===== src/sppm_cfg.svh =====
// Constants for the switch port power management block
`ifndef SPPM_CFG_SVH
`define SPPM_CFG_SVH
`define SPPM_PS_D0        2'h0
`define SPPM_PS_D3HOT     2'h3
`define SPPM_CONTEXT_KEPT 1'h1
`define SPPM_TMR_W        24
`define SPPM_NPORTS       4
`endif


===== src/sppm_pkg.sv =====
// Types for the switch port power management block
package sppm_pkg;
   typedef enum logic [1:0] {
      SPPM_D0_UNINIT = 2'b00,
      SPPM_D0_ACTIVE = 2'b01,
      SPPM_D3_HOT    = 2'b10
   } sppm_pstate_type;
   typedef enum logic [1:0] {
      SPPM_AG_IDLE    = 2'b00,
      SPPM_AG_COLLECT = 2'b01,
      SPPM_AG_DONE    = 2'b10,
      SPPM_AG_ABANDON = 2'b11
   } sppm_agg_type;
endpackage


===== src/sppm_port.sv =====
// One port: power state, wake resend timer and turn-off ack timer
`timescale 1ns/1ps
`include "sppm_cfg.svh"
module sppm_port #(
   parameter int TW = `SPPM_TMR_W
) (
   // Clock and reset
   input  wire logic                   mclk,
   input  wire logic                   resetn,
   // Configuration
   input  wire logic                   cfg_done,
   input  wire logic                   ps_wr,
   input  wire logic [1:0]             ps_wdata,
   input  wire logic [TW-1:0]          wake_resend_timeout,
   input  wire logic [TW-1:0]          turnoff_ack_timeout,
   input  wire logic                   is_downstream,
   // Wake events
   input  wire logic                   hp_event,
   input  wire logic                   wake_status_clr,
   input  wire logic                   switch_d3hot,
   // Turn-off
   input  wire logic                   turnoff_fwd,
   input  wire logic                   ack_rx,
   // Results
   output sppm_pkg::sppm_pstate_type   pstate,
   output logic                        wake_event_status,
   output logic                        wake_send,
   output logic                        ack_seen,
   output logic                        ack_timeout
);
   import sppm_pkg::*;

   sppm_pstate_type next_pstate;
   logic            next_wes;
   logic            next_send;
   logic [TW-1:0]   wtmr;
   logic [TW-1:0]   next_wtmr;
   logic            await_ack;
   logic            next_await;
   logic [TW-1:0]   atmr;
   logic [TW-1:0]   next_atmr;
   logic            next_seen;
   logic            next_to;
   logic            in_d3;

   assign in_d3 = (pstate == SPPM_D3_HOT) || switch_d3hot;

   // ***********************************
   // Power state and wake resend
   // ***********************************
   always_comb begin
      next_pstate = pstate;
      if (pstate == SPPM_D0_UNINIT && cfg_done) begin
         next_pstate = SPPM_D0_ACTIVE;
      end
      // Unsupported codes leave the state alone
      if (ps_wr) begin
         if (pstate == SPPM_D0_ACTIVE && ps_wdata == `SPPM_PS_D3HOT) begin
            next_pstate = SPPM_D3_HOT;
         end else if (pstate == SPPM_D3_HOT && ps_wdata == `SPPM_PS_D0) begin
            // The port returns uninitialised and waits for cfg_done again
            next_pstate = SPPM_D0_UNINIT;
         end
      end
      next_send = 1'b0;
      next_wes  = wake_event_status;
      next_wtmr = wtmr;
      if (wake_event_status && wtmr != '0) begin
         next_wtmr = wtmr - 1'b1;
         if (wtmr == {{(TW-1){1'b0}}, 1'b1} && !wake_status_clr) begin
            next_send = 1'b1;
            next_wtmr = wake_resend_timeout;
         end
      end
      // Clear after the count, so a stopped timer really reads zero
      if (wake_status_clr) begin
         next_wes  = 1'b0;
         next_wtmr = '0;
      end
      // Set wins over clear
      if (hp_event && is_downstream && in_d3) begin
         next_wes  = 1'b1;
         next_send = 1'b1;
         next_wtmr = wake_resend_timeout;
      end
   end

   // ***********************************
   // Turn-off ack timer
   // ***********************************
   always_comb begin
      next_await = await_ack;
      next_atmr  = atmr;
      next_seen  = 1'b0;
      next_to    = 1'b0;
      if (turnoff_fwd) begin
         next_await = 1'b1;
         next_atmr  = turnoff_ack_timeout;
      end else if (await_ack) begin
         if (ack_rx) begin
            next_await = 1'b0;
            next_seen  = 1'b1;
            next_atmr  = '0;
         end else if (atmr <= {{(TW-1){1'b0}}, 1'b1}) begin
            next_await = 1'b0;
            next_seen  = 1'b1;
            next_to    = 1'b1;
            next_atmr  = '0;
         end else begin
            next_atmr = atmr - 1'b1;
         end
      end
   end

   always_ff @(posedge mclk or negedge resetn) begin
      if (!resetn) begin
         pstate            <= SPPM_D0_UNINIT;
         wake_event_status <= 1'b0;
         wake_send         <= 1'b0;
         wtmr              <= '0;
         await_ack         <= 1'b0;
         atmr              <= '0;
         ack_seen          <= 1'b0;
         ack_timeout       <= 1'b0;
      end else begin
         pstate            <= next_pstate;
         wake_event_status <= next_wes;
         wake_send         <= next_send;
         wtmr              <= next_wtmr;
         await_ack         <= next_await;
         atmr              <= next_atmr;
         ack_seen          <= next_seen;
         ack_timeout       <= next_to;
      end
   end
endmodule


===== src/sppm_top.sv =====
// Switch power management: per-port states, wake resend, turn-off fence
`timescale 1ns/1ps
`include "sppm_cfg.svh"
module sppm_top
   import sppm_pkg::*;
#(
   parameter int NP = `SPPM_NPORTS,
   parameter int TW = `SPPM_TMR_W
) (
   // Clock and reset
   input  wire logic                  mclk,
   input  wire logic                  resetn,
   // Per-port configuration, port 0 is upstream
   input  wire logic [NP-1:0]         cfg_done,
   input  wire logic [NP-1:0]         ps_wr,
   input  wire logic [2*NP-1:0]       power_state_field,
   input  wire logic [NP*TW-1:0]      wake_resend_timeout,
   input  wire logic [NP*TW-1:0]      turnoff_ack_timeout,
   input  wire logic [NP-1:0]         wake_status_clr,
   input  wire logic [NP-1:0]         hp_event,
   // Link status and turn-off messages
   input  wire logic [NP-1:0]         link_active,
   input  wire logic [NP-1:0]         link_in_l0,
   input  wire logic                  turnoff_rx,
   input  wire logic [NP-1:0]         ack_rx,
   // Received TLP classification
   input  wire logic [NP-1:0]         tlp_rx,
   input  wire logic [NP-1:0]         tlp_secondary,
   input  wire logic [NP-1:0]         tlp_is_request,
   input  wire logic [NP-1:0]         tlp_cfg0,
   input  wire logic [NP-1:0]         tlp_msg_local,
   input  wire logic [NP-1:0]         tlp_cpl_local,
   input  wire logic                  tlp_to_switch,
   input  wire logic [NP-1:0]         tlp_dest,
   input  wire logic [NP-1:0]         err_from_tlp,
   input  wire logic [NP-1:0]         err_other,
   // Results
   output logic [NP-1:0]              context_kept_flag,
   output logic [2*NP-1:0]            pstate_out,
   output logic [NP-1:0]              wake_event_status,
   output logic [NP-1:0]              wake_msg_send,
   output logic [NP-1:0]              link_l1_req,
   output logic [NP-1:0]              turnoff_fwd,
   output logic [NP-1:0]              link_l23_req,
   output logic [NP-1:0]              link_retrain,
   output logic [NP-1:0]              tlp_forward,
   output logic                       ack_tx,
   output logic                       switch_low_power,
   output logic                       agg_abandoned,
   output logic [NP-1:0]              tlp_unsupported,
   output logic [NP-1:0]              tlp_unexpected_cpl,
   output logic [NP-1:0]              tlp_process,
   output logic [NP-1:0]              err_msg_send
);
   import sppm_pkg::*;

   sppm_pstate_type ps [NP];
   logic [NP-1:0]   wes;
   logic [NP-1:0]   wsend;
   logic [NP-1:0]   seen;
   logic [NP-1:0]   tmo;
   logic [NP-1:0]   d3;
   logic [NP-1:0]   pending;
   logic [NP-1:0]   next_pending;
   logic [NP-1:0]   ds_mask;
   sppm_agg_type    agg;
   sppm_agg_type    next_agg;
   logic            next_ack_tx;
   logic            next_lowp;
   logic            next_aband;
   logic [NP-1:0]   next_fwd_to;
   logic [NP-1:0]   next_l23;
   logic [NP-1:0]   next_retrain;
   logic [NP-1:0]   next_fwd;
   logic [NP-1:0]   next_ur;
   logic [NP-1:0]   next_uc;
   logic [NP-1:0]   next_proc;
   logic [NP-1:0]   next_err;
   logic [NP-1:0]   retrain_hold;
   logic [NP-1:0]   next_hold;

   // Port 0 faces the root and never sends wake messages
   assign ds_mask = {{(NP-1){1'b1}}, 1'b0};

   // ***********************************
   // Per-port state machines
   // ***********************************
   genvar g;
   generate
      for (g = 0; g < NP; g++) begin : g_port
         sppm_port #(.TW(TW)) u_port (
            .mclk                (mclk),
            .resetn              (resetn),
            .cfg_done            (cfg_done[g]),
            .ps_wr               (ps_wr[g]),
            .ps_wdata            (power_state_field[2*g+:2]),
            .wake_resend_timeout (wake_resend_timeout[TW*g+:TW]),
            .turnoff_ack_timeout (turnoff_ack_timeout[TW*g+:TW]),
            .is_downstream       (ds_mask[g]),
            .hp_event            (hp_event[g]),
            .wake_status_clr     (wake_status_clr[g]),
            .switch_d3hot        (d3[0]),
            .turnoff_fwd         (next_fwd_to[g]),
            .ack_rx              (ack_rx[g]),
            .pstate              (ps[g]),
            .wake_event_status   (wes[g]),
            .wake_send           (wsend[g]),
            .ack_seen            (seen[g]),
            .ack_timeout         (tmo[g])
         );
         assign d3[g] = (ps[g] == SPPM_D3_HOT);
      end
   endgenerate

   // ***********************************
   // Turn-off fence and D3hot filtering
   // ***********************************
   always_comb begin
      next_agg     = agg;
      next_pending = pending & ~seen;
      next_ack_tx  = 1'b0;
      next_lowp    = switch_low_power;
      next_aband   = 1'b0;
      next_fwd_to  = '0;
      next_l23     = link_l23_req & ~link_retrain;
      next_hold    = retrain_hold;
      next_retrain = '0;
      next_fwd     = '0;
      next_ur      = '0;
      next_uc      = '0;
      next_proc    = '0;
      next_err     = '0;
      for (int i = 0; i < NP; i++) begin
         if (tmo[i]) begin
            next_l23[i] = 1'b1;
         end
         if (seen[i]) begin
            next_l23[i] = 1'b1;
         end
      end
      case (agg)
         SPPM_AG_IDLE: begin
            if (turnoff_rx) begin
               next_fwd_to  = link_active & ds_mask;
               next_pending = link_active & ds_mask;
               next_agg     = SPPM_AG_COLLECT;
            end
         end
         SPPM_AG_COLLECT: begin
            if (tlp_rx[0]) begin
               next_agg   = SPPM_AG_ABANDON;
               next_aband = 1'b1;
            end else if (next_pending == '0) begin
               next_ack_tx = 1'b1;
               next_l23[0] = 1'b1;
               next_agg    = SPPM_AG_DONE;
               next_lowp   = d3[0];
            end
         end
         SPPM_AG_DONE: begin
            // Late upstream TLPs are dropped in this state; downstream TLPs are still handled
            if (turnoff_rx) begin
               next_agg = SPPM_AG_IDLE;
            end
         end
         default: begin
            // Downstream timers keep running
            if (turnoff_rx) begin
               next_fwd_to  = link_active & ds_mask;
               next_pending = link_active & ds_mask;
               next_agg     = SPPM_AG_COLLECT;
            end
         end
      endcase
      // Upstream TLP routing in every state except SPPM_AG_DONE
      if (agg != SPPM_AG_DONE && tlp_rx[0] && !tlp_to_switch) begin
         for (int i = 1; i < NP; i++) begin
            if (tlp_dest[i] && !link_in_l0[i]) begin
               next_hold[i] = 1'b1;
            end
         end
      end
      // Hold parks the TLP until its link is back in L0
      for (int i = 1; i < NP; i++) begin
         if (next_hold[i] && !link_in_l0[i]) begin
            next_retrain[i] = 1'b1;
         end
         if ((next_hold[i] || retrain_hold[i]) && link_in_l0[i]) begin
            next_fwd[i]  = 1'b1;
            next_hold[i] = 1'b0;
         end else if (agg != SPPM_AG_DONE && tlp_rx[0] &&
                      !tlp_to_switch && tlp_dest[i] && link_in_l0[i]) begin
            next_fwd[i] = 1'b1;
         end
      end
      for (int i = 0; i < NP; i++) begin
         if (tlp_rx[i] && !(agg == SPPM_AG_DONE && i == 0)) begin
            if (!d3[i]) begin
               next_proc[i] = tlp_is_request[i] || tlp_cpl_local[i];
            end else if (tlp_is_request[i] && tlp_secondary[i]) begin
               next_ur[i] = 1'b1;
            end else if (tlp_is_request[i]) begin
               if (tlp_cfg0[i] || tlp_msg_local[i]) begin
                  next_proc[i] = 1'b1;
               end else begin
                  next_ur[i] = 1'b1;
               end
            end else if (tlp_cpl_local[i]) begin
               next_uc[i] = 1'b1;
            end
         end
         // Only TLP-caused errors escape D3hot
         next_err[i] = err_from_tlp[i] ||
                       (err_other[i] && !d3[i]);
      end
      // Upstream leaving D3hot wakes the whole switch
      if (ps[0] != SPPM_D3_HOT) begin
         next_lowp = 1'b0;
      end
   end

   always_ff @(posedge mclk or negedge resetn) begin
      if (!resetn) begin
         agg                <= SPPM_AG_IDLE;
         pending            <= '0;
         ack_tx             <= 1'b0;
         switch_low_power   <= 1'b0;
         agg_abandoned      <= 1'b0;
         turnoff_fwd        <= '0;
         link_l23_req       <= '0;
         link_retrain       <= '0;
         retrain_hold       <= '0;
         tlp_forward        <= '0;
         tlp_unsupported    <= '0;
         tlp_unexpected_cpl <= '0;
         tlp_process        <= '0;
         err_msg_send       <= '0;
      end else begin
         agg                <= next_agg;
         pending            <= next_pending;
         ack_tx             <= next_ack_tx;
         switch_low_power   <= next_lowp;
         agg_abandoned      <= next_aband;
         turnoff_fwd        <= next_fwd_to;
         link_l23_req       <= next_l23;
         link_retrain       <= next_retrain;
         retrain_hold       <= next_hold;
         tlp_forward        <= next_fwd;
         tlp_unsupported    <= next_ur;
         tlp_unexpected_cpl <= next_uc;
         tlp_process        <= next_proc;
         err_msg_send       <= next_err;
      end
   end

   // ***********************************
   // Registered status outputs
   // ***********************************
   always_ff @(posedge mclk or negedge resetn) begin
      if (!resetn) begin
         context_kept_flag <= '0;
         pstate_out        <= '0;
         wake_event_status <= '0;
         wake_msg_send     <= '0;
         link_l1_req       <= '0;
      end else begin
         // Context survives D3hot, so the flag is fixed high
         for (int i = 0; i < NP; i++) begin
            context_kept_flag[i] <= `SPPM_CONTEXT_KEPT;
            pstate_out[2*i+:2]   <= ps[i];
            link_l1_req[i]       <= d3[i];
         end
         wake_event_status <= wes;
         wake_msg_send     <= wsend & ds_mask;
      end
   end
endmodule


===== config.mk =====
export PLATFORM = sky130hd
export DESIGN_NAME = sppm_top
export DESIGN_NICKNAME = d
export VERILOG_FILES = /design/src/sppm_pkg.sv /design/src/sppm_port.sv /design/src/sppm_top.sv
export VERILOG_INCLUDE_DIRS = /design/src
export SDC_FILE = /design/constraint.sdc
export NUM_CORES = 1
export LEC_CHECK = 0
export ABC_AREA = 1
export BUFFER_PORTS_ARGS = -buffer_cell sky130_fd_sc_hd__buf_4
export CAP_MARGIN = 20
export CORE_MARGIN = 10
export CORE_UTILIZATION = 40
export CTS_BUF_LIST = sky130_fd_sc_hd__clkbuf_16
export DETAILED_ROUTE_END_ITERATION = 16
export HOLD_SLACK_MARGIN = 0.02
export SYNTH_ARGS = -nofsm -noshare
export SYNTH_HDL_FRONTEND = slang
export SYNTH_HIERARCHICAL = 1
export SYNTH_SLANG_ARGS = --single-unit

===== constraint.sdc =====
create_clock -name mclk -period 2.9 [get_ports mclk]
set_input_delay 0.145 -clock mclk [delete_from_list [all_inputs] [get_ports mclk]]
set_output_delay 0.145 -clock mclk [all_outputs]
set_load 0.02 [all_outputs]

== Word-level counts from Yosys, hierarchy flattened ==
Index checks and enable logic that the tools add are counted.

* Bits in registers: 255
* Bits in latches: 0
* RAM bits: 0
* Memory bits (read-only): 0
* Input bits: 268
* Output and inout port bits: 59
* Logic and storage cells: 398
* Memories kept: 0

* $add $sub $neg: 7
* Multiply operators: 0
* Divide/modulo/power cells: 0
* Magnitude comparators: 4
* Equality and inequality tests: 22
* Shifts and indexed selects: 0
* Muxes and demuxes: 208
* Bitwise operators: 4
* Reduce and logical (&&, ||, !) cells: 105

{| class="wikitable"
|+ Operators with widths
! kind !! count
|-
| 2-to-1 mux 24 bit || 28
|-
| subtractor 24 x 1 -> 24 bit, second input constant || 7
|-
| 2-to-1 mux 1 bit || 154
|-
| <= comparator 24 x 1 -> 1 bit, second input constant || 4
|-
| == test 24 x 1 -> 1 bit, second input constant || 3
|-
| nonzero test 24 bit || 3
|-
| logical AND 1 bit || 47
|-
| 2-to-1 mux 2 bit || 20
|-
| nonzero test 2 bit || 10
|-
| == test 2 bit, second input constant || 9
|-
| logical OR 1 bit || 18
|-
| logical NOT 2 bit || 8
|-
| 2-to-1 mux 4 bit || 4
|-
| logical NOT 1 bit || 12
|-
| == test 2 x 1 -> 1 bit, second input constant || 5
|-
| nonzero test 3 bit || 3
|-
| bitwise AND 4 bit || 2
|-
| inverter 4 bit || 2
|-
| != test 2 bit, second input constant || 3
|-
| AND reduction 3 bit || 2
|-
| logical NOT 4 bit || 1
|-
| case mux 2 bit (2 select lines) || 1
|-
| 2-to-1 mux 3 bit || 1
|-
| != test 3 bit, second input constant || 1
|-
| other kinds (2) || 2
|}

== Longest topological paths before layout ==
Gate-level depths: netlist (run 1).

* Depth in word-level cells: 7
* Depth in mapped cells: 13
* Gate-level depth less buffers: 12

== Modules after synthesis ==
Netlist (run 1), hierarchy kept.

{| class="wikitable"
|+ By module, submodules not included
! module !! instances !! cells each !! area each (um^2) !! sequential area each (um^2)
|-
| sppm_port (g_port[3].u_port) || 1 || 678 || 4,420.5 || 1,376.3
|-
| sppm_port (g_port[1].u_port) || 1 || 664 || 4,310.4 || 1,376.3
|-
| sppm_port (g_port[2].u_port) || 1 || 655 || 4,262.8 || 1,376.3
|-
| sppm_port (g_port[0].u_port) || 1 || 642 || 4,244.1 || 1,376.3
|-
| sppm_top || 1 || 200 || 2,208.4 || 1,526.5
|}

== Least setup slack after synthesis (run 1) ==
OpenSTA, ideal clock, no wires.

* Path type: register to register
* Start: register agg[0]
* End: register g_port[2].u_port.atmr[10]
* Library setup time: 118 ps
* Arrival: 1,925 ps
* Data required time: 2,782 ps
* Slack: 857 ps
* Stages on the path, launching flop included: 14
* Buffers on the path: 2
* Clock period less this slack: 2,043 ps
* Path through: dfrtp_1 inv_1 ha_1 inv_1 nor2_1 buf_4 inv_2 nand2_2 inv_1 buf_2 nor4_2 nand3_1 nand3_1 nand2_1

* Longest elaborated chain between the ends: 4
* Elaborated cells on any way between the ends: 6
* Classes of those cells: 2 x eq/ne; 2 x mux; 2 x reduce/logical

{| class="wikitable"
|+ RTL lines
! element !! line !! text
|-
| start, declared || sppm_top.sv:66 || <nowiki>sppm_agg_type agg;</nowiki>
|-
| start signal, assigned || sppm_top.sv:239 || <nowiki>agg <= next_agg;</nowiki>
|-
| == test 2 bit or == test 2 x 1 -> 1 bit (tied branches) || sppm_top.sv:141 || <nowiki>case (agg)</nowiki>
|-
| OR reduction 2 bit (no source line) (*) || - ||
|-
| 2-to-1 mux 4 bit (*) || - ||
|-
| named net next_fwd_to[2] || sppm_top.sv:71 || <nowiki>logic [NP-1:0] next_fwd_to;</nowiki>
|-
| 2-to-1 mux 24 bit or nonzero test 2 bit (tied branches) || - ||
|-
| end signal, assigned || sppm_port.sv:131 || <nowiki>atmr <= next_atmr;</nowiki>
|-
| end, declared || sppm_port.sv:40 || <nowiki>logic [TW-1:0] atmr;</nowiki>
|}

The timed path passes the listed nets; every way through them passes the cells marked *.
A chain may end at the register's enable or synchronous reset.

== Worst setup path in the final report (run 1) ==
* Start: register agg[0]
* End: register g_port[3].u_port.atmr[4]

* Longest elaborated chain between the ends: 4
* Elaborated cells on any way between the ends: 6
* Classes of those cells: 2 x eq/ne; 2 x mux; 2 x reduce/logical

{| class="wikitable"
|+ RTL lines
! element !! line
|-
| == test 2 bit or == test 2 x 1 -> 1 bit (tied branches) || sppm_top.sv:141
|-
| OR reduction 2 bit (no source line) (*) || -
|-
| 2-to-1 mux 4 bit (*) || -
|-
| named net next_fwd_to[3] || sppm_top.sv:71
|-
| 2-to-1 mux 24 bit or nonzero test 2 bit (tied branches) || -
|-
| end signal, assigned || sppm_port.sv:131
|-
| end, declared || sppm_port.sv:40
|}

Marks and branches as above.

==> results of run 1 <==
-- cell type report --
| type | instances | share of cell area, % |
|---|---|---|
| Sequential cell | 256 | 27.7 |
| Timing Repair Buffer | 541 | 20.1 |
| Tap cell | 539 | 2.91 |
| Clock inverter | 28 | 1.35 |
| Antenna cell | 1 | 0.0108 |
| Inverter | 284 | 4.63 |
| Multi-Input combinational cell | 1840 | 39.6 |
| Clock buffer | 34 | 3.68 |
-- critical path, delay by kind of cell (launching register included) --
kind	cells	cell delay (ns)
simple gates	3	0.87
buf+inv	3	0.64
flops	1	0.37
fa+ha+maj	1	0.31
xor+xnor	1	0.15
compound gates	1	0.08
-- stage by stage --
stage                     utilization [%]  hold WS [ns]
after floorplan                         -        -0.151
after global routing                 55.0        0.0535
final                                55.0        0.0519
after global placement               47.0         0.204
after detailed placement             47.0         0.201
after CTS                            55.0        0.0208
-- layer usage --
| metal | vias to the layer above | global-route usage (%) | routed length, µm |
|---|---|---|---|
| met5 | - | 0 | 48 |
| met4 | 8 | 7.83 | 1720 |
| met3 | 108 | 4.20 | 3420 |
| met2 | 505 | 36.0 | 26100 |
| met1 | 8337 | 26.9 | 24100 |
| li1 | 8889 | - | - |
-- report_power, final --
group | switching (µW) | internal, µW | total, µW | leakage [µW]
clock | 1730 | 2690 | 4430 | 0.000575
combinational | 5610 | 3480 | 9080 | 0.00769
sequential | 1440 | 4810 | 6250 | 0.00324
total | 8780 | 11000 | 19800 | 0.0115
-- cell usage in the layout (no fill, tap or decap), drive strengths merged, types with 16 or more instances in the layout --
cell type	count
xor2	44
or2	18
a21oi	92
buf	320
inv	287
dlygate4sd3	221
nand3	225
nor3	21
o21ai	92
xnor2	27
nand4	76
nor2	463
dfrtp	256
ha	19
a22oi	55
nand3b	27
clkinv	16
nand2	626
clkbuf	34
-- registers in the layout (all words and copies together) (netlist names), 8 cells and up --
| name | cells |
|---|---|
| pstate_out | 8 |
| g_port.u_port/atmr | 96 |
| g_port.u_port/wtmr | 72 |
| g_port.u_port/pstate | 8 |
-- what timing repair did --
item / CTS / global route
endpoints found under the setup margin: 0 / 1
endpoints found under the hold margin: 273 / 0
hold buffers: 221 / 0
-- final timing paths --
path                            cells after the start                                 start  slack [ns]                               endpoint
worst min register to register                      0  g_port[1].u_port/wake_send$_DFF_PN0_        0.35             wake_msg_send[1]$_DFF_PN0_
worst min-delay path                                5               wake_resend_timeout[85]        0.05  g_port[3].u_port/wtmr[13]$_DFFE_PN0P_
worst max-delay path                                9                    agg[0]$_DFFE_PN0P_        0.35   g_port[3].u_port/atmr[4]$_DFFE_PN0P_
worst max register to register                      9                    agg[0]$_DFFE_PN0P_        0.35   g_port[3].u_port/atmr[4]$_DFFE_PN0P_
max in group asynchronous                           3                                resetn        1.84  g_port[1].u_port/atmr[21]$_DFFE_PN0P_
min in group asynchronous                           2                                resetn        0.18  g_port[1].u_port/wtmr[22]$_DFFE_PN0P_
==> run_results.csv, run 1 <==
group,metric,value,unit
power_and_ir_drop,power-per-cell-area,854,nW/µm²
floorplanning,row_count,75,
detailed_routing,drt_first_iter_violations,1106,
setup_path,worstPathArrival,2.99,ns
setup_path,critPathMaxFanout,16,
clocking,ctsResizeCount,0,
clocking,tritoncts,"done",
job,cap_viol_max_count,0,
global_route,number_of_global_route_vias_before_repair,17939,
setup_path,critPathSlowestCell,"nor2_2",
detailed_routing,drt_first_pass_iters,6,
logic_synthesis,yosysWarnings,6,
clocking,clockBufferDepth,3,
setup_path,timing.critical_path.from_type,"flop",
floorplanning,initial_core_util,40.5,%
timing,fmax,391,MHz
placement,placed_instance_count,3238,
final_layout,areaGrowthSynthToFinish,35.8,%
placement,pre_cts_ws,0.278,ns
detailed_routing,num_vias,17847,
clocking,cts_post_setup_buffers_inserted,0,
detailed_routing,routed_wl,55400,µm
timing,relative_slew_slack,36.2,%
floorplanning,core_area,42000,µm²
global_route,antenna_found_initial,5,
setup_path,crit_path_frequent_cell,"inv_1",
placement,gp_congestion,0.906,
clocking,number_of_buffers_added_by_the_clock_tree_synthesis_step,34,
setup_path,critical-path-max-stage-delay,0.61,ns
logic_synthesis,area_of_the_mapped_netlist,17000,µm²
timing,final_min_period_over_clock_period,88.1,%
final_layout,multi_input_comb_area,9160,µm²
floorplanning,fp.dieArea,51300,µm²
timing,slew_violations,0,
global_route,track_usage,21.5,%
placement,post-dp-hpwl,39100,µm
logic_synthesis,syn_avg_cell_area,6.97,µm²
final_layout,fin_nets,3244,
placement,dpl-instance-area,19800,µm²
placement,buffers_on_ports,295,
detailed_routing,ant_nets,0,
worst_hold_path,hp-class,"in2reg",
floorplanning,die_y_extent,226,µm
logic_synthesis,syn-instance-count,2444,
timing,finalSetupTns,0,ns
clocking,cts_root_buffer,"clkbuf_16",
clocking,htree_levels,2,
final_layout,finish.instance_area,23100,µm²
setup_path,timing.critical_path.required,3.33,ns
timing,finalSetupViolCount,0,
power_and_ir_drop,p_total,19800,µW
detailed_routing,drt-wirelength-per-cell,15.7,µm
detailed_routing,vias_per_cell,5.07,
final_layout,n_fill_cell,4014,
power_and_ir_drop,power.static_leakage,0.0115,µW
timing,post-route-min-period,2.55,ns
global_route,grt_max_degree,85,
timing,grt_setup_unrepaired,"no",
global_route,total_congestion_overflow,0,
setup_path,setup.worst_path.class,"reg2reg",
global_route,grt_first_pass_wirelength,90800,µm
outcome,outcome,"finished, final reports clean",
final_layout,final_cells,3523,
floorplanning,die_w,226,µm
setup_path,ordered_cell_list_for_the_critical_path,"inv_1 -> ha_1 -> inv_1 -> nor2_2 -> nor2_2 -> inv_1 -> nand4_1 -> xor2_1 -> o21ai_1",
final_layout,layout-drive-gt1-share,16.6,%
detailed_routing,drc,0,
timing,hold_viol_final,0,
floorplanning,num_io_pins,327,
clocking,clock_insertion_delay_worst_skew,0.55,ns
power_and_ir_drop,worst_ir_drop_vdd,470,µV
clocking,clk_pin_slew_worst_paths,0.06,ns
final_layout,area.sequential,6410,µm²
clocking,cts.sink_count,256,
timing,timing_worst_slew_pin_value,0.956,ns
setup_path,setup.worst_path.end_class,"flop",
timing,finClkSkew,0.0189,ns
timing,fin_ws,0.345,ns
Power figures use the tool's default switching activity.
==> run 2, diff against run 1 <==
--- a/config.mk
+++ b/config.mk
@@ -6,14 +6,15 @@
 export SDC_FILE = /design/constraint.sdc
 export NUM_CORES = 1
 export LEC_CHECK = 0
-export ABC_AREA = 1
 export BUFFER_PORTS_ARGS = -buffer_cell sky130_fd_sc_hd__buf_4
 export CAP_MARGIN = 20
 export CORE_MARGIN = 10
 export CORE_UTILIZATION = 40
 export CTS_BUF_LIST = sky130_fd_sc_hd__clkbuf_16
 export DETAILED_ROUTE_END_ITERATION = 16
+export GPL_ROUTABILITY_DRIVEN = 0
 export HOLD_SLACK_MARGIN = 0.02
+export RECOVER_POWER = 25
 export SYNTH_ARGS = -nofsm -noshare
 export SYNTH_HDL_FRONTEND = slang
 export SYNTH_HIERARCHICAL = 1
==> run 2 against run 1 <==
Net effect: the flow now finishes with violations (max-capacitance violations, max-slew violations); clock skew shrank 0.0012 ns; flip-flop and latch count unchanged; die area decreased by 9.2%; setup slack lost 0.099 ns; wire length fell by 3.9%; sequential share of layout area is 2.0 points higher; critical path type unchanged.
==> run_results.csv, run 2 <==
group,metric,value,unit
detailed_routing,vias_per_cell,5.65,
final_layout,areaGrowthSynthToFinish,40.6,%
detailed_routing,ant_nets,0,
timing,finalSetupViolCount,0,
power_and_ir_drop,power.internal,10600,µW
floorplanning,fp.dieArea,46600,µm²
power_and_ir_drop,netSwitchingPower,7790,µW
timing,finalSetupTns,0,ns
final_layout,reg.largest.list,"g_port.u_port/atmr (96), g_port.u_port/wtmr (72)",
timing,timing_worst_slew_pin_value,1.69,ns
final_layout,fin_nets,2571,
timing,finClkSkew,0.0177,ns
power_and_ir_drop,power.clock.fraction,20.7,%
timing,post-route-min-period,2.65,ns
floorplanning,die_y_extent,216,µm
final_layout,layout_common_cells,"buf_4 (370), dfrtp_1 (256), dlygate4sd3_1 (218)",
power_and_ir_drop,worst_ir_drop_vdd,614,µV
timing,fmax,377,MHz
detailed_routing,num_vias,15932,
final_layout,registers.top_by_ff_count,"g_port.u_port/atmr",
logic_synthesis,syn-instance-count,1746,
floorplanning,core_area,37800,µm²
final_layout,largest_register_ffs,96,
power_and_ir_drop,power-per-cell-area,853,nW/µm²
clocking,clock_insertion_delay_worst_skew,0.58,ns
outcome,failed_checks,"max-capacitance violations, max-slew violations",
setup_path,critical-path-max-stage-delay,0.57,ns
detailed_routing,drc,0,
global_route,grt_max_degree,75,
floorplanning,row_count,71,
detailed_routing,drt_first_pass_iters,5,
final_layout,layout-drive-gt1-share,20.9,%
placement,buffers_on_ports,295,
clocking,tritoncts,"done",
global_route,number_of_global_route_vias_before_repair,15881,
global_route,antenna_found_initial,2,
logic_synthesis,syn_avg_cell_area,8.78,µm²
setup_path,critPathMaxFanout,9,
setup_path,ordered_cell_list_for_the_critical_path,"nand2b_1 -> clkinvlp_4 -> clkbuf_1 -> o211a_1 -> buf_4 -> nor3_1 -> o31ai_1 -> o21ai_0 -> dlygate4sd3_1",
timing,hold_viol_final,0,
clocking,clk_pin_slew_worst_paths,0.06,ns
timing,grt_setup_unrepaired,"no",
setup_path,setup.worst_path.end_class,"flop",
floorplanning,initial_core_util,40.6,%
setup_path,timing.critical_path.required,3.40,ns
clocking,cts.sink_count,256,
final_layout,finish.instance_area,21600,µm²
logic_synthesis,area_of_the_mapped_netlist,15300,µm²
timing,relative_slew_slack,-12.4,%
power_and_ir_drop,power_frac_comb,46.7,%
timing,slew_violations,59,
power_and_ir_drop,pwr-share-seq,32.7,%
job,cap_viol_max_count,1,
detailed_routing,drt-wirelength-per-cell,18.9,µm
logic_synthesis,yosysWarnings,6,
floorplanning,die_w,216,µm
placement,post-dp-hpwl,37400,µm
clocking,htree_levels,1,
global_route,total_congestion_overflow,0,
timing,final_min_period_over_clock_period,91.5,%
placement,dpl-instance-area,18400,µm²
global_route,grt_first_pass_wirelength,86200,µm
setup_path,worstPathArrival,3.16,ns
clocking,clockBufferDepth,3,
setup_path,critPathSlowestCell,"dlygate4sd3_1",
power_and_ir_drop,fraction_of_power_spent_switching_nets,42.4,%
setup_path,timing.critical_path.from_type,"flop",
detailed_routing,routed_wl,53300,µm
global_route,track_usage,22.1,%
final_layout,most_common_cell_after_layout_fill_and_taps_aside,"buf_4",
timing,fin_worst_hold_slack,0.0501,ns
power_and_ir_drop,p_total,18400,µW
detailed_routing,drt_first_iter_violations,1236,
clocking,cts_root_buffer,"clkbuf_16",
power_and_ir_drop,power.static_leakage,0.00941,µW
floorplanning,num_io_pins,327,
clocking,number_of_buffers_added_by_the_clock_tree_synthesis_step,31,
outcome,outcome,"finished, violations left",
setup_path,setup.worst_path.class,"reg2reg",
worst_hold_path,hp-class,"in2reg",
[run 2: final cells by class]
type / count / area, µm²
clock inverter: 24 / 206
clock buffer: 31 / 776
fill: 3351 / 16200
antenna: 3 / 7.51
inverter: 79 / 300
timing repair buffer: 595 / 5020
sequential: 256 / 6410
tap: 511 / 639
multi-input combinational: 1321 / 8200
[run 2: final timing paths]
kind,startpoint,to,slack [ns],depth (start not counted)
setup / recovery,g_port[0].u_port/pstate[1]$_DFF_PN0_,g_port[1].u_port/wtmr[19]$_DFFE_PN0P_,0.25,9
hold / removal,hp_event[2],g_port[2].u_port/wake_event_status$_DFFE_PN0P_,0.05,4
setup reg to reg,g_port[0].u_port/pstate[1]$_DFF_PN0_,g_port[1].u_port/wtmr[19]$_DFFE_PN0P_,0.25,9
hold reg to reg,g_port[3].u_port/wake_send$_DFF_PN0_,wake_msg_send[3]$_DFF_PN0_,0.35,0
max in group asynchronous,resetn,g_port[0].u_port/atmr[18]$_DFFE_PN0P_,0.89,3
min in group asynchronous,resetn,g_port[3].u_port/wtmr[11]$_DFFE_PN0P_,0.57,2
[run 2: per-stage QoR]
step | worst slack, ns | cells | util (%)
after detailed placement | 0.274 | 2543 | 48.7
after CTS | 0.118 | 2816 | 57.1
after floorplan | 0.406 | 1757 | -
after global routing | 0.0592 | 2818 | 57.1
final | 0.246 | 2820 | 57.1
after global placement | 0.289 | 2543 | 48.7
[run 2: critical path, delay by kind of cell (launching register included)]
kind | cells | cell delay, ns
buffers and inverters | 4 | 1.10
flip-flops | 1 | 0.39
AND/OR/NAND/NOR | 2 | 0.40
AO/OA/AOI/OAI | 3 | 0.70
[run 2: repair_timing]
action | 4_1_cts | 5_1_grt
endpoints found under the setup margin | 0 | 2
resized for setup | 0 | 1
hold buffers | 218 | 0
endpoints found under the hold margin | 267 | 0
buffers inserted | 0 | 1
[run 2: routing by layer]
metal	GRT usage, %	vias to the layer above	routed length [µm]
met3	3.01	85	2930
met2	36.5	557	25500
li1	-	7609	-
met4	6.38	0	1430
met5	0	-	0
met1	29.6	7681	23400
[run 2: power by group through the flow]
stage | Clock [µW] | Sequential (µW) | Combinational (µW)
finish | 3800 | 6000 | 8580
global route | 4050 | 6190 | 9480
CTS | 3900 | 5960 | 8500
detailed placement | 0 | 6010 | 8120
global placement | 0 | 5970 | 8000
floorplan | 0 | 5810 | 5610
==> run 3, diff against run 2 <==
--- a/config.mk
+++ b/config.mk
@@ -6,6 +6,7 @@
 export SDC_FILE = /design/constraint.sdc
 export NUM_CORES = 1
 export LEC_CHECK = 0
+export ABC_AREA = 1
 export BUFFER_PORTS_ARGS = -buffer_cell sky130_fd_sc_hd__buf_4
 export CAP_MARGIN = 20
 export CORE_MARGIN = 10
==> run 3 against run 2 <==
Net effect: the flow still finishes with violations (max-capacitance violations, max-slew violations); sequential share of layout area down 2.1 points; hold slack better by 0.0031 ns; final cell count increased by 25%; clock skew down 0.0032 ns; largest cell class unchanged; highest routed layer is now met5.
==> run_results.csv, run 3 (synthesis gave the netlist of run 1 again) <==
group,metric,value,unit
outcome,outcome,"finished, violations left",
outcome,failed_checks,"max-capacitance violations, max-slew violations",
floorplanning,num_io_pins,327,
global_route,track_usage,21.5,%
final_layout,layout_common_cells,"nand2_1 (603), nor2_1 (414), buf_4 (316)",
power_and_ir_drop,worst_ir_drop_vdd,539,µV
floorplanning,die_y_extent,226,µm
final_layout,layout-drive-gt1-share,16.7,%
final_layout,fin_nets,3246,
detailed_routing,vias_per_cell,5.10,
timing,hold_viol_final,0,
job,cap_viol_max_count,1,
final_layout,registers.top_by_ff_count,"g_port.u_port/atmr",
final_layout,final_cells,3525,
power_and_ir_drop,power-per-cell-area,864,nW/µm²
detailed_routing,num_vias,17994,
global_route,antenna_found_initial,5,
timing,post-route-min-period,2.57,ns
timing,finClkSkew,0.0145,ns
timing,grt_setup_unrepaired,"no",
detailed_routing,routed_wl,56000,µm
timing,slew_violations,67,
final_layout,post_route_utilization,55.1,%
clocking,tritoncts,"done",
placement,post-dp-hpwl,39500,µm
timing,final_min_period_over_clock_period,88.5,%
setup_path,setup.worst_path.class,"reg2reg",
timing,timing_worst_slew_pin_value,1.98,ns
setup_path,setup.worst_path.end_class,"flop",
clocking,cts.sink_count,256,
timing,finalSetupTns,0,ns
timing,fmax,390,MHz
timing,relative_slew_slack,-31.7,%
final_layout,largest_register_ffs,96,
global_route,grt_first_pass_wirelength,90700,µm
setup_path,worstPathArrival,2.99,ns
detailed_routing,drt_first_pass_iters,6,
final_layout,areaGrowthSynthToFinish,36.0,%
floorplanning,initial_core_util,40.5,%
worst_hold_path,hp-class,"in2reg",
clocking,clk_pin_slew_worst_paths,0.06,ns
detailed_routing,drc,0,
final_layout,reg.largest.list,"g_port.u_port/atmr (96), g_port.u_port/wtmr (72)",
floorplanning,row_count,75,
setup_path,timing.critical_path.required,3.32,ns
detailed_routing,drt-wirelength-per-cell,15.9,µm
floorplanning,fp.dieArea,51300,µm²
power_and_ir_drop,power.static_leakage,0.0115,µW
detailed_routing,drt_first_iter_violations,1341,
global_route,total_congestion_overflow,0,
placement,buffers_on_ports,295,
clocking,clock_insertion_delay_worst_skew,0.55,ns
setup_path,critPathMaxFanout,25,
global_route,grt_max_degree,69,
floorplanning,die_w,226,µm
placement,placed_instance_count,3239,
clocking,number_of_buffers_added_by_the_clock_tree_synthesis_step,35,
floorplanning,core_area,42000,µm²
clocking,htree_levels,2,
detailed_routing,ant_nets,0,
clocking,clockBufferDepth,3,
final_layout,n_fill_cell,3920,
timing,finalSetupViolCount,0,
setup_path,timing.critical_path.from_type,"flop",
final_layout,most_common_cell_after_layout_fill_and_taps_aside,"nand2_1",
global_route,number_of_global_route_vias_before_repair,17728,
clocking,cts_root_buffer,"clkbuf_16",
run 3: cell types whose count changed in the layout (fill, tap and decap cells not counted), sizes merged, moves of 31 or more:
cell and delta:
buf -54, inv +202, nand2 +460, nand3 +188, nand4 +44, nor2 +311
nor3 -65, nor4 -46, o31ai -45, or4 -31
run 3: final timing paths:
check / from / end / slack [ns] / cells after the start
setup / recovery: g_port[0].u_port/pstate[0]$_DFF_PN0_ / g_port[3].u_port/wtmr[5]$_DFFE_PN0P_ / 0.33 / 11
hold / removal: wake_resend_timeout[88] / g_port[3].u_port/wtmr[16]$_DFFE_PN0P_ / 0.05 / 5
setup reg to reg: g_port[0].u_port/pstate[0]$_DFF_PN0_ / g_port[3].u_port/wtmr[5]$_DFFE_PN0P_ / 0.33 / 11
hold reg to reg: g_port[3].u_port/wake_send$_DFF_PN0_ / wake_msg_send[3]$_DFF_PN0_ / 0.34 / 0
max in group asynchronous: resetn / g_port[3].u_port/ack_seen$_DFF_PN0_ / 0.75 / 3
min in group asynchronous: resetn / g_port[1].u_port/wtmr[23]$_DFFE_PN0P_ / 0.69 / 2
run 3: repair_timing:
| item | CTS | global route |
|---|---|---|
| buffers inserted | 0 | 0 |
| resized for setup | 0 | 0 |
| endpoints found under the setup margin | 0 | 12 |
| endpoints found under the hold margin | 263 | 0 |
| hold buffers | 221 | 0 |
run 3: area by class of cell:
class | instances | area, µm² | area share [%]
tap | 539 | 674 | 2.91
clock buffer | 37 | 926 | 3.99
clock inverter | 26 | 303 | 1.31
sequential | 256 | 6410 | 27.6
antenna | 1 | 2.50 | 0.0108
multi-input combinational | 1840 | 9160 | 39.5
timing repair buffer | 542 | 4640 | 20.0
inverter | 284 | 1070 | 4.62
run 3: worst max-delay path, cell delays in order, from the launching register on:
cell,delay [ns]
dfrtp_1,0.43
nor2_2,0.29
buf_4,0.20
inv_1,0.04
nand2_1,0.09
nand3_4,0.24
inv_4,0.23
nor2_4,0.14
nand2_4,0.30
clkinv_2,0.25
nor2_1,0.14
a21oi_1,0.07
run 3: layer usage:
| layer | wire length, µm | GRT usage (%) |
|---|---|---|
| met1 | 24200 | 27.0 |
| met2 | 26600 | 36.1 |
| met3 | 3750 | 4.66 |
| met4 | 1410 | 6.36 |
| met5 | 52 | 0 |
run 3: where the power goes:
part / switching [µW] / internal [µW]
combinational: 5630 / 3460
sequential: 1440 / 4810
clock: 1740 / 2930
run 3: per-stage QoR:
stage               worst slack, ns  hold WS (ns)  cell area (µm²)  total power (µW)
finish                        0.335        0.0532            23200             20000
CTS                           0.108        0.0216            23200             20100
global route                 0.0908        0.0587            23200             21700
floorplan                     0.857        -0.151            17100             12400
global placement              0.216         0.154            19700             14700
detailed placement            0.124         0.156            19700             14900
